### src/e1rs_pkg.sv
// e1rs_pkg: constants for the e1 receive status words block
// assumes a 100 mhz system clock and a 2048 khz bit enable from outside
package e1rs_pkg;

  localparam int unsigned E1RS_CLK_KHZ        = 100000;
  localparam int unsigned E1RS_TIMER_W        = 27;

  // times in milliseconds, counts in clock cycles
  localparam int unsigned E1RS_ERR_HOLD_MS    = 128;
  localparam int unsigned E1RS_SECOND_MS      = 1000;
  localparam int unsigned E1RS_CRC_TIMER_MS   = 8;
  localparam int unsigned E1RS_REFRAME_MS     = 8;
  localparam int unsigned E1RS_ERR_HOLD_CYC   = E1RS_CLK_KHZ * E1RS_ERR_HOLD_MS;
  localparam int unsigned E1RS_SECOND_CYC     = E1RS_CLK_KHZ * E1RS_SECOND_MS;
  localparam int unsigned E1RS_CRC_TIMER_CYC  = E1RS_CLK_KHZ * E1RS_CRC_TIMER_MS;
  localparam int unsigned E1RS_REFRAME_CYC    = E1RS_CLK_KHZ * E1RS_REFRAME_MS;

  // control stream channel slots
  localparam logic [4:0] E1RS_CH_NONALIGN     = 5'h11;
  localparam logic [4:0] E1RS_CH_MASTER_STATUS_ONE         = 5'h12;
  localparam logic [4:0] E1RS_CH_PHASE        = 5'h13;
  localparam logic [4:0] E1RS_CH_CRC_COUNT    = 5'h14;
  localparam logic [4:0] E1RS_CH_MASTER_STATUS_TWO         = 5'h15;

  // master status one field positions
  localparam int unsigned E1RS_MASTER_STATUS_ONE_FSYNC     = 7;
  localparam int unsigned E1RS_MASTER_STATUS_ONE_MFSYNC    = 6;
  localparam int unsigned E1RS_MASTER_STATUS_ONE_ERR       = 5;
  localparam int unsigned E1RS_MASTER_STATUS_ONE_SLIP      = 4;
  localparam int unsigned E1RS_MASTER_STATUS_ONE_AIS       = 3;
  localparam int unsigned E1RS_MASTER_STATUS_ONE_TS16AIS   = 2;
  localparam int unsigned E1RS_MASTER_STATUS_ONE_XS        = 1;

  // master status two field positions
  localparam int unsigned E1RS_MASTER_STATUS_TWO_SI15      = 7;
  localparam int unsigned E1RS_MASTER_STATUS_TWO_SI13      = 6;
  localparam int unsigned E1RS_MASTER_STATUS_TWO_TIMER     = 3;
  localparam int unsigned E1RS_MASTER_STATUS_TWO_REFRAME   = 2;
  localparam int unsigned E1RS_MASTER_STATUS_TWO_CRC_SYNC_FLAG   = 1;
  localparam int unsigned E1RS_MASTER_STATUS_TWO_PHASE_MSB = 0;

  // fixed values
  localparam logic       E1RS_UNUSED_BIT      = 1'b0;
  localparam logic [7:0] E1RS_IDLE_BYTE       = 8'hff;
  localparam logic [4:0] E1RS_ERR_THRESHOLD   = 5'h10;
  localparam logic [7:0] E1RS_RESET_BYTE      = 8'h00;
  localparam logic [7:0] E1RS_NONALIGN_RESET  = 8'h7f;

  typedef enum logic [2:0] {
    E1RS_RF_IDLE = 3'b001,
    E1RS_RF_WAIT = 3'b010,
    E1RS_RF_FLAG = 3'b100
  } e1rs_reframe_t;

endpackage : e1rs_pkg

### src/e1rs_status_words.sv
// e1rs_status_words: builds the five receive status bytes of the control
// output stream and sends them in channels 17 to 21 of every frame.
// assumes bit_en is a one-cycle pulse per 2048 khz bit and frame_start
// comes with the bit_en of bit 0 of the frame; status inputs are synchronous.
//
// How it works
// ch17 bit7: international bit, non-alignment frames
// ch17 bit6: non-alignment marker bit
// ch17 bit5: remote alarm bit
// ch17 bits4-0: national bits
// ch18 bit7: frame alignment lost flag
// ch18 bit6: multiframe alignment lost flag
// ch18 bit5 toggles: 16 errors, 128ms holdoff
// ch18 bit4 toggles on each buffer slip
// ch18 bit3: all-ones alarm on line
// ch18 bit2: all-ones in timeslot 16
// ch18 bit1: external pin sampled per frame
// ch19: transmit timeslot and bit phase
// ch20: wrapping eight-bit crc error counter
// maintenance clears counter when ch21 bit3 falls
// ch21 bits7,6: si bits on multiframe pulse
// ch21 bit3: high 8ms, falls each second
// ch21 bit2: crc sync missing 8ms after sync
// ch21 bit1: zero when crc multiframe aligned
// ch21 bit0: phase ninth bit, toggles on wrap
// bytes sent msb first in own slot
`timescale 1ns/10ps
`default_nettype none
module e1rs_status_words
  import e1rs_pkg::*;
#(
  parameter logic [E1RS_TIMER_W-1:0] ERR_HOLD_CYC  =
    E1RS_TIMER_W'(E1RS_ERR_HOLD_CYC),
  parameter logic [E1RS_TIMER_W-1:0] SECOND_CYC    =
    E1RS_TIMER_W'(E1RS_SECOND_CYC),
  parameter logic [E1RS_TIMER_W-1:0] CRC_TIMER_CYC =
    E1RS_TIMER_W'(E1RS_CRC_TIMER_CYC),
  parameter logic [E1RS_TIMER_W-1:0] REFRAME_CYC   =
    E1RS_TIMER_W'(E1RS_REFRAME_CYC)
)(
  input  wire logic       clk,
  input  wire logic       rst,
  input  wire logic       bit_en,
  input  wire logic       frame_start,
  input  wire logic       nonalign_valid,
  input  wire logic [7:0] nonalign_byte,
  input  wire logic       frame_sync_lost,
  input  wire logic       multiframe_sync_lost,
  input  wire logic       fas_error,
  input  wire logic       slip_event,
  input  wire logic       rx_all_ones_alarm,
  input  wire logic       rx_ts16_all_ones_alarm,
  input  wire logic       external_status_input,
  input  wire logic       tx_8khz_output,
  input  wire logic       crc_error,
  input  wire logic       maintenance_enable,
  input  wire logic       crc_mf_aligned,
  input  wire logic       rx_multiframe_pulse,
  input  wire logic       si_bit_frame15,
  input  wire logic       si_bit_frame13,
  output logic            control_stream_out
);

  // true when the phase word wraps across the frame boundary either way
  function automatic logic phase_wrapped(input logic [7:0] prev,
                                         input logic [7:0] cur);
    phase_wrapped = ((prev[7:6] == 2'b11) && (cur[7:6] == 2'b00)) ||
                    ((prev[7:6] == 2'b00) && (cur[7:6] == 2'b11));
  endfunction : phase_wrapped

  // ---------------- state ----------------
  logic [7:0]    frame_pos,       next_frame_pos;
  logic [7:0]    nonalign_word,   next_nonalign_word;
  logic [7:0]    master_status_one,            next_master_status_one;
  logic [7:0]    phase_word,      next_phase_word;
  logic          phase_msb,       next_phase_msb;
  logic          tx8k_prev,       next_tx8k_prev;
  logic [7:0]    crc_count,       next_crc_count;
  logic          si15,            next_si15;
  logic          si13,            next_si13;
  logic [4:0]    fas_err_count,   next_fas_err_count;
  logic          holdoff_done,    next_holdoff_done;
  logic          err_toggle,      next_err_toggle;
  logic          slip_toggle,     next_slip_toggle;
  logic          ext_sample,      next_ext_sample;
  logic          fsync_lost_prev, next_fsync_lost_prev;
  e1rs_reframe_t rf_state,        next_rf_state;

  logic                    holdoff_restart;
  logic                    holdoff_wrap;
  logic [E1RS_TIMER_W-1:0] second_count;
  logic                    reframe_restart;
  logic                    reframe_wrap;
  logic                    crc_timer_bit;
  logic                    interval_start;
  logic                    sync_found;
  logic                    err_fire;
  logic                    load_slot;
  logic [7:0]              slot_byte;
  logic [7:0]              master_status_two;

  // ---------------- timers ----------------
  e1rs_interval_timer u_holdoff (
    .clk     (clk),
    .rst     (rst),
    .restart (holdoff_restart),
    .limit   (ERR_HOLD_CYC),
    .count   (),
    .wrap    (holdoff_wrap)
  );

  e1rs_interval_timer u_second (
    .clk     (clk),
    .rst     (rst),
    .restart (1'b0),
    .limit   (SECOND_CYC),
    .count   (second_count),
    .wrap    ()
  );

  e1rs_interval_timer u_reframe (
    .clk     (clk),
    .rst     (rst),
    .restart (reframe_restart),
    .limit   (REFRAME_CYC),
    .count   (),
    .wrap    (reframe_wrap)
  );

  // ---------------- status update ----------------
  always_comb begin
    crc_timer_bit   = (second_count < CRC_TIMER_CYC);
    interval_start  = (second_count == CRC_TIMER_CYC);
    sync_found      = fsync_lost_prev && !frame_sync_lost;
    err_fire        = (fas_err_count >= E1RS_ERR_THRESHOLD) &&
                      holdoff_done;
    holdoff_restart = err_fire;
    reframe_restart = sync_found;

    next_nonalign_word   = nonalign_word;
    next_phase_word      = phase_word;
    next_phase_msb       = phase_msb;
    next_crc_count       = crc_count;
    next_si15            = si15;
    next_si13            = si13;
    next_fas_err_count   = fas_err_count;
    next_holdoff_done    = holdoff_done || holdoff_wrap;
    next_err_toggle      = err_toggle;
    next_slip_toggle     = slip_toggle ^ slip_event;
    next_ext_sample      = ext_sample;
    next_tx8k_prev       = tx_8khz_output;
    next_fsync_lost_prev = frame_sync_lost;

    if (nonalign_valid) begin
      next_nonalign_word = nonalign_byte;
    end

    // error count saturates at the threshold until the toggle fires
    if (err_fire) begin
      next_err_toggle    = !err_toggle;
      next_holdoff_done  = 1'b0;
      next_fas_err_count = {4'h0, fas_error};
    end else if (fas_error &&
                 (fas_err_count < E1RS_ERR_THRESHOLD)) begin
      next_fas_err_count = fas_err_count + 5'h01;
    end

    if (bit_en && frame_start) begin
      next_ext_sample = external_status_input;
    end

    if (tx_8khz_output && !tx8k_prev) begin
      next_phase_word = frame_pos;
      if (phase_wrapped(phase_word, frame_pos)) begin
        next_phase_msb = !phase_msb;
      end
    end

    // an error in the clearing cycle is still counted
    if (interval_start && maintenance_enable) begin
      next_crc_count = {7'h00, crc_error};
    end else if (crc_error) begin
      next_crc_count = crc_count + 8'h01;
    end

    if (rx_multiframe_pulse) begin
      next_si15 = si_bit_frame15;
      next_si13 = si_bit_frame13;
    end

    next_master_status_one = 8'h00;
    next_master_status_one[E1RS_MASTER_STATUS_ONE_FSYNC]   = frame_sync_lost;
    next_master_status_one[E1RS_MASTER_STATUS_ONE_MFSYNC]  = multiframe_sync_lost;
    next_master_status_one[E1RS_MASTER_STATUS_ONE_ERR]     = next_err_toggle;
    next_master_status_one[E1RS_MASTER_STATUS_ONE_SLIP]    = next_slip_toggle;
    next_master_status_one[E1RS_MASTER_STATUS_ONE_AIS]     = rx_all_ones_alarm;
    next_master_status_one[E1RS_MASTER_STATUS_ONE_TS16AIS] = rx_ts16_all_ones_alarm;
    next_master_status_one[E1RS_MASTER_STATUS_ONE_XS]      = next_ext_sample;
    next_master_status_one[0]                 = E1RS_UNUSED_BIT;
  end

  // ---------------- reframe watch ----------------
  always_comb begin
    next_rf_state = rf_state;
    case (rf_state)
      E1RS_RF_IDLE: begin
        if (sync_found && maintenance_enable && !crc_mf_aligned) begin
          next_rf_state = E1RS_RF_WAIT;
        end
      end
      E1RS_RF_WAIT: begin
        if (crc_mf_aligned || !maintenance_enable || frame_sync_lost) begin
          next_rf_state = E1RS_RF_IDLE;
        end else if (reframe_wrap) begin
          next_rf_state = E1RS_RF_FLAG;
        end
      end
      E1RS_RF_FLAG: begin
        if (crc_mf_aligned || !maintenance_enable) begin
          next_rf_state = E1RS_RF_IDLE;
        end
      end
      default: begin
        next_rf_state = E1RS_RF_IDLE;
      end
    endcase
  end

  // ---------------- slot selection ----------------
  always_comb begin
    master_status_two = 8'h00;
    master_status_two[E1RS_MASTER_STATUS_TWO_SI15]      = si15;
    master_status_two[E1RS_MASTER_STATUS_TWO_SI13]      = si13;
    master_status_two[E1RS_MASTER_STATUS_TWO_TIMER]     = crc_timer_bit;
    master_status_two[E1RS_MASTER_STATUS_TWO_REFRAME]   = (rf_state == E1RS_RF_FLAG);
    master_status_two[E1RS_MASTER_STATUS_TWO_CRC_SYNC_FLAG]   = !crc_mf_aligned;
    master_status_two[E1RS_MASTER_STATUS_TWO_PHASE_MSB] = phase_msb;

    if (bit_en) begin
      next_frame_pos = frame_start ? 8'h00 : frame_pos + 8'h01;
    end else begin
      next_frame_pos = frame_pos;
    end
    load_slot = bit_en && (next_frame_pos[2:0] == 3'h0);

    if (next_frame_pos[7:3] == E1RS_CH_NONALIGN) begin
      slot_byte = nonalign_word;
    end else if (next_frame_pos[7:3] == E1RS_CH_MASTER_STATUS_ONE) begin
      slot_byte = master_status_one;
    end else if (next_frame_pos[7:3] == E1RS_CH_PHASE) begin
      slot_byte = phase_word;
    end else if (next_frame_pos[7:3] == E1RS_CH_CRC_COUNT) begin
      slot_byte = crc_count;
    end else if (next_frame_pos[7:3] == E1RS_CH_MASTER_STATUS_TWO) begin
      slot_byte = master_status_two;
    end else begin
      slot_byte = E1RS_IDLE_BYTE;
    end
  end

  e1rs_serializer u_ser (
    .clk        (clk),
    .rst        (rst),
    .shift_en   (bit_en),
    .load       (load_slot),
    .load_byte  (slot_byte),
    .serial_out (control_stream_out)
  );

  // ---------------- registers ----------------
  always_ff @(posedge clk) begin
    if (rst) begin
      frame_pos       <= E1RS_RESET_BYTE;
      nonalign_word   <= E1RS_NONALIGN_RESET;
      master_status_one            <= E1RS_RESET_BYTE;
      phase_word      <= E1RS_RESET_BYTE;
      phase_msb       <= 1'b0;
      tx8k_prev       <= 1'b0;
      crc_count       <= E1RS_RESET_BYTE;
      si15            <= 1'b0;
      si13            <= 1'b0;
      fas_err_count   <= 5'h00;
      holdoff_done    <= 1'b1;
      err_toggle      <= 1'b0;
      slip_toggle     <= 1'b0;
      ext_sample      <= 1'b0;
      fsync_lost_prev <= 1'b0;
      rf_state        <= E1RS_RF_IDLE;
    end else begin
      frame_pos       <= next_frame_pos;
      nonalign_word   <= next_nonalign_word;
      master_status_one            <= next_master_status_one;
      phase_word      <= next_phase_word;
      phase_msb       <= next_phase_msb;
      tx8k_prev       <= next_tx8k_prev;
      crc_count       <= next_crc_count;
      si15            <= next_si15;
      si13            <= next_si13;
      fas_err_count   <= next_fas_err_count;
      holdoff_done    <= next_holdoff_done;
      err_toggle      <= next_err_toggle;
      slip_toggle     <= next_slip_toggle;
      ext_sample      <= next_ext_sample;
      fsync_lost_prev <= next_fsync_lost_prev;
      rf_state        <= next_rf_state;
    end
  end

endmodule : e1rs_status_words
`default_nettype wire

### src/e1rs_interval_timer.sv
// e1rs_interval_timer: cycle counter that wraps at a given limit
// assumes limit is at least 1; restart forces the count back to zero
`timescale 1ns/10ps
`default_nettype none
module e1rs_interval_timer
  import e1rs_pkg::*;
(
  input  wire logic                    clk,
  input  wire logic                    rst,
  input  wire logic                    restart,
  input  wire logic [E1RS_TIMER_W-1:0] limit,
  output logic      [E1RS_TIMER_W-1:0] count,
  output logic                         wrap
);

  logic [E1RS_TIMER_W-1:0] next_count;

  always_comb begin
    wrap = (count == limit - 1'b1);
    if (restart || wrap) begin
      next_count = '0;
    end else begin
      next_count = count + 1'b1;
    end
  end

  always_ff @(posedge clk) begin
    if (rst) begin
      count <= '0;
    end else begin
      count <= next_count;
    end
  end

endmodule : e1rs_interval_timer
`default_nettype wire

### src/e1rs_serializer.sv
// e1rs_serializer: shifts one byte out msb first, one bit per bit enable
// assumes load only ever comes together with shift_en
`timescale 1ns/10ps
`default_nettype none
module e1rs_serializer
  import e1rs_pkg::*;
(
  input  wire logic       clk,
  input  wire logic       rst,
  input  wire logic       shift_en,
  input  wire logic       load,
  input  wire logic [7:0] load_byte,
  output logic            serial_out
);

  logic [7:0] shreg;
  logic [7:0] next_shreg;
  logic       next_out;

  always_comb begin
    next_shreg = shreg;
    next_out   = serial_out;
    if (shift_en) begin
      if (load) begin
        next_out   = load_byte[7];
        next_shreg = {load_byte[6:0], 1'b1};
      end else begin
        next_out   = shreg[7];
        next_shreg = {shreg[6:0], 1'b1};
      end
    end
  end

  always_ff @(posedge clk) begin
    if (rst) begin
      shreg      <= E1RS_IDLE_BYTE;
      serial_out <= 1'b1;
    end else begin
      shreg      <= next_shreg;
      serial_out <= next_out;
    end
  end

endmodule : e1rs_serializer
`default_nettype wire

### config.mk
export PLATFORM = sky130hd
export DESIGN_NAME = e1rs_status_words
export DESIGN_NICKNAME = d
export VERILOG_FILES = /design/src/e1rs_pkg.sv /design/src/e1rs_status_words.sv /design/src/e1rs_interval_timer.sv /design/src/e1rs_serializer.sv
export SDC_FILE = /design/constraint.sdc
export NUM_CORES = 1
export LEC_CHECK = 0
export ABC_CLOCK_PERIOD_IN_PS = 2800
export BUFFER_PORTS_ARGS = -buffer_cell sky130_fd_sc_hd__buf_2
export CORE_MARGIN = 1.5
export CORE_UTILIZATION = 64
export DETAILED_ROUTE_END_ITERATION = 8
export PLACE_DENSITY = 0.82
export SETUP_SLACK_MARGIN = 0.5
export SYNTH_ARGS = -nofsm -noshare
export SYNTH_HDL_FRONTEND = slang
export SYNTH_HIERARCHICAL = 1
export SYNTH_SLANG_ARGS = --single-unit
### constraint.sdc
create_clock -name clk -period 2.8 [get_ports clk]
set_input_delay 0.56 -clock clk [delete_from_list [all_inputs] [get_ports clk]]
set_output_delay 0.56 -clock clk [all_outputs]
set_load 0.02 [all_outputs]
==> impl_summary.txt <==
----------------------------------------------------
[Yosys]
  Ys async rst share ... 0
  Cell types with the largest area share after synthesis ... dfxtp_1 (28%), xnor2_1 (8.7%), xor2_1 (6.5%)
  Number of flops mapped to enable cells by yosys ... 0
  Unique masters post-synth ... 76
  Main combinational cell family by area after synthesis ... simple AND/OR/NAND/NOR gates
  Xor and xnor area share after synthesis ... 0.152
  Simple-gate share of the synthesized area ... 0.365
  YS warnings ... 6
  Fraction of the mapped netlist area in compound gates ... 0.118
  Synthesized-area fraction occupied by adder cells ... 0.0112
  Post-Synthesis Cells ... 1252
  Register area share after synthesis ... 0.281
  Share of the synthesized area in the top cell type ... 0.281
  Top flip-flop cell by instance count after synthesis ... dfxtp_1
  Synth Area per Inst ... 8.02 µm²
  #FFs+latches synth ... 141
  Area of the mapped netlist ... 10000 µm²
  Multiplexer share of the synthesized area ... 0.0193
  Cell type with the highest aggregate area in the netlist ... dfxtp_1

[Clock tree]
  Root Buffer ... clkbuf_16
  Hold buffer count at CTS ... 0
  Worst-skew pair later-pin latency ... 0.42 ns
  Clock tree from TritonCTS ... built
  Clock transition at path regs ... 0.06 ns
  H-tree depth ... 4
  Max clock buf depth ... 2
  Number of sinks on the clock net ... 141
  Number of buffers created by CTS ... 17

[STA]
  Period utilisation layout ... 0.847
  Worst slew pin tran ... 0.814 ns
  Final worst path period need ... 2.37 ns
  Peak clock frequency supported by timing ... 422 MHz
  Max-slew violation count ... 0
  Number of failing setup endpoints in the final timing report ... 0
  Worst hold slack across all endpoints ... 0.341 ns
  RSZ-0062 raised after global routing ... yes
  Relative slew slack ... 0.456
  Largest clock skew in the final design ... 0.0105 ns
  Final hold viol count ... 0
  Setup Total Neg Slack ... 0 ns

[Detailed routing]
  Total wirelength of the detailed-routed design ... 25000 µm
  Detailed-route via count ... 9819
  Drt first-iter violations ... 856
  Final ANT Viol Nets ... 0
  Number of remaining DRC errors ... 0
  Per-cell routed wire length ... 13.9 µm
  Detailed-route vias per instance ... 5.44
  Drt first pass iters ... 7

[Placement]
  GP Congestion ... 0.899
  IO Port Bufs ... 27
  HPWL after detailed placement ... 17100 µm

[GRT]
  Initial antenna violation count ... 0
  Number of global-route vias before repair ... 8793
  GRT Util Overall ... 0.297
  First-pass GRT wire length ... 40300 µm
  Global-route congestion overflow total ... 0
  Maximum number of pins on one net before global-route repair ... 64

[Die]
  I/O Pins ... 28
  Floorplan die width ... 128 µm
  Initial Util ... 0.658
  Std cell rows ... 45
  Core area ... 15300 µm²
  Die Span Y ... 128 µm
  Full die area ... 16400 µm²

[Critical path]
  CP max stage cell ... or4_1
  Critical path start-end classification ... reg2reg
  Cell-by-cell trace of the critical path ... nor3b_1 > mux2i_1 > and2_1 > or4_1 > a21oi_1 > o32ai_1 > and3b_2 > o21bai_1
  Critical path fanouts, max ... 9
  Required arrival time at the worst endpoint ... 3.11 ns
  Startpoint type of the worst setup path ... register
  Worst-case reg-to-reg path depth ... 8
  Type of destination of the critical path ... register
  Buffers plus inverters on the worst setup path ... 0
  Crit path DAT ... 2.68 ns
  Critical Path Max Stage Delay ... 0.53 ns
  Stages on the worst setup path ... 8
  Category of cells accounting for the largest share of critical-path delay ... simple AND/OR/NAND/NOR gates

[Finish]
  Final antenna diode count ... 0
  Filler Cell Count ... 1079
  Area added between synthesis and finish ... 23.1%
  Multi-input logic area ... 8070 µm²
  Sequential cell area ... 2850 µm²
  Total number of nets in the final design ... 1620
  Proportion of layout cells with a drive suffix above 1 ... 0.110

[Power]
  IR Drop Worst-Case VDD ... 537 µV
  Power per standard cell area ... 390 nW/µm²
  Standby leakage power ... 0.00485 µW

[Hold path]
  Cell depth of the worst hold path ... 2
  Type of the most critical hold path ... in2reg

[Outcome]
  Result of the run ... finished clean

[Flow run]
  Max-Cap Viols ... 0

----------------------------------------------------
==> worst paths after layout <==
kind | slack [ns] | from | to
setup / recovery | 0.43 | frame_pos[3] | u_ser/shreg[1]
hold / removal | 0.34 | rx_all_ones_alarm | master_status_one[3]
setup reg to reg | 0.43 | frame_pos[3] | u_ser/shreg[1]
hold reg to reg | 0.48 | nonalign_word[2] | nonalign_word[2]
==> sequential cells by signal, summed over array words and instances (netlist names), 3 cells and up <==
register,cells
crc_count,8
fas_err_count,5
frame_pos,8
master_status_one,7
nonalign_word,8
phase_word,8
rf_state,3
u_holdoff/count,27
u_reframe/count,27
u_second/count,27
u_ser/shreg,7
==> placed cells by master (no fill, tap or decap), types with 11 or more instances in the layout <==
| master | netlist | final |
|---|---|---|
| or4_1 | 24 | 23 |
| nor2_1 | 109 | 108 |
| xor2_1 | 74 | 73 |
| nand4_1 | 51 | 51 |
| o21ai_0 | 31 | 30 |
| nor3_1 | 50 | 47 |
| nor4_1 | 81 | 74 |
| o22ai_1 | 12 | 12 |
| nand2_1 | 119 | 119 |
| and4_1 | 17 | 16 |
| buf_4 | 1 | 23 |
| nand3_1 | 50 | 46 |
| a21oi_1 | 36 | 36 |
| dfxtp_1 | 141 | 130 |
| mux2i_1 | 16 | 16 |
| clkbuf_16 | 0 | 20 |
| or3_1 | 21 | 20 |
| conb_1 | 2 | 328 |
| xnor2_1 | 100 | 100 |
| nand2b_1 | 11 | 11 |
| nor2b_1 | 16 | 16 |
| inv_1 | 30 | 30 |
| nor4_2 | 12 | 18 |
| buf_2 | 10 | 26 |
==> through the flow <==
step	utilization	instances	worst slack (ns)	instance area (µm²)	total power, µW
finish	0.809	1806	0.429	12300	4810
global route	0.809	1806	0.295	12300	5000
CTS	0.791	1794	0.489	12100	4780
detailed placement	0.748	1763	0.134	11400	2540
global placement	0.748	1763	0.181	11400	2530
floorplan	-	1578	0.380	11300	2470
==> per-layer routing <==
| layer | wire (µm) | vias to the layer above | track usage |
|---|---|---|---|
| met5 | 0 | - | 0 |
| met2 | 12100 | 276 | 0.513 |
| li1 | - | 4939 | - |
| met4 | 460 | 0 | 0.0753 |
| met1 | 11200 | 4557 | 0.384 |
| met3 | 1270 | 47 | 0.0538 |
==> power breakdown <==
part           internal (µW)  leakage, µW  switching (µW)
sequential              2040      0.00115            32.5
clock                   1420     0.000282             857
combinational            172      0.00341             302
==> cells in the mapped netlist, types with 21 or more instances <==
master and instances:
dfxtp_1 141, nand2_1 119, nor2_1 109, xnor2_1 100, nor4_1 81, xor2_1 74
nand4_1 51, nand3_1 50, nor3_1 50, a21oi_1 36, clkbuf_1 32, o21ai_0 31
inv_1 30, or4_1 24, or3_1 21
==> what timing repair did <==
item                       CTS  global route
resized for setup           16            31
setup endpoints to repair   27            70
cloned                       0             3
pin swaps                    3            15
setup buffers                1             9
==> kinds of logic (layout without fill, tap and decap cells) <==
kind of cell,after synthesis,in the layout
compound gates,171,171
xor+xnor,174,174
fa+ha+maj,9,9
buf+inv,101,118
flops,141,141
mux,19,19
other cells,2,328
simple gates,635,635
==> worst reg2reg max path, delay by kind of cell (launching register included) <==
family	cells	cell delay, ns
AO/OA/AOI/OAI	3	0.48
flip-flops	1	0.38
multiplexers	1	0.15
AND/OR/NAND/NOR	4	1.26
==> layout make-up <==
| type | count | share of cell area |
|---|---|---|
| multi-input cells | 1336 | 0.653 |
| flip-flops and latches | 141 | 0.230 |
| repair buffers | 57 | 0.0380 |
| clock buffers | 20 | 0.0362 |
| well taps | 211 | 0.0214 |
| clock inverters | 10 | 0.0114 |
| inverters | 31 | 0.00942 |
No activity file was read; power rests on OpenSTA's default activity.
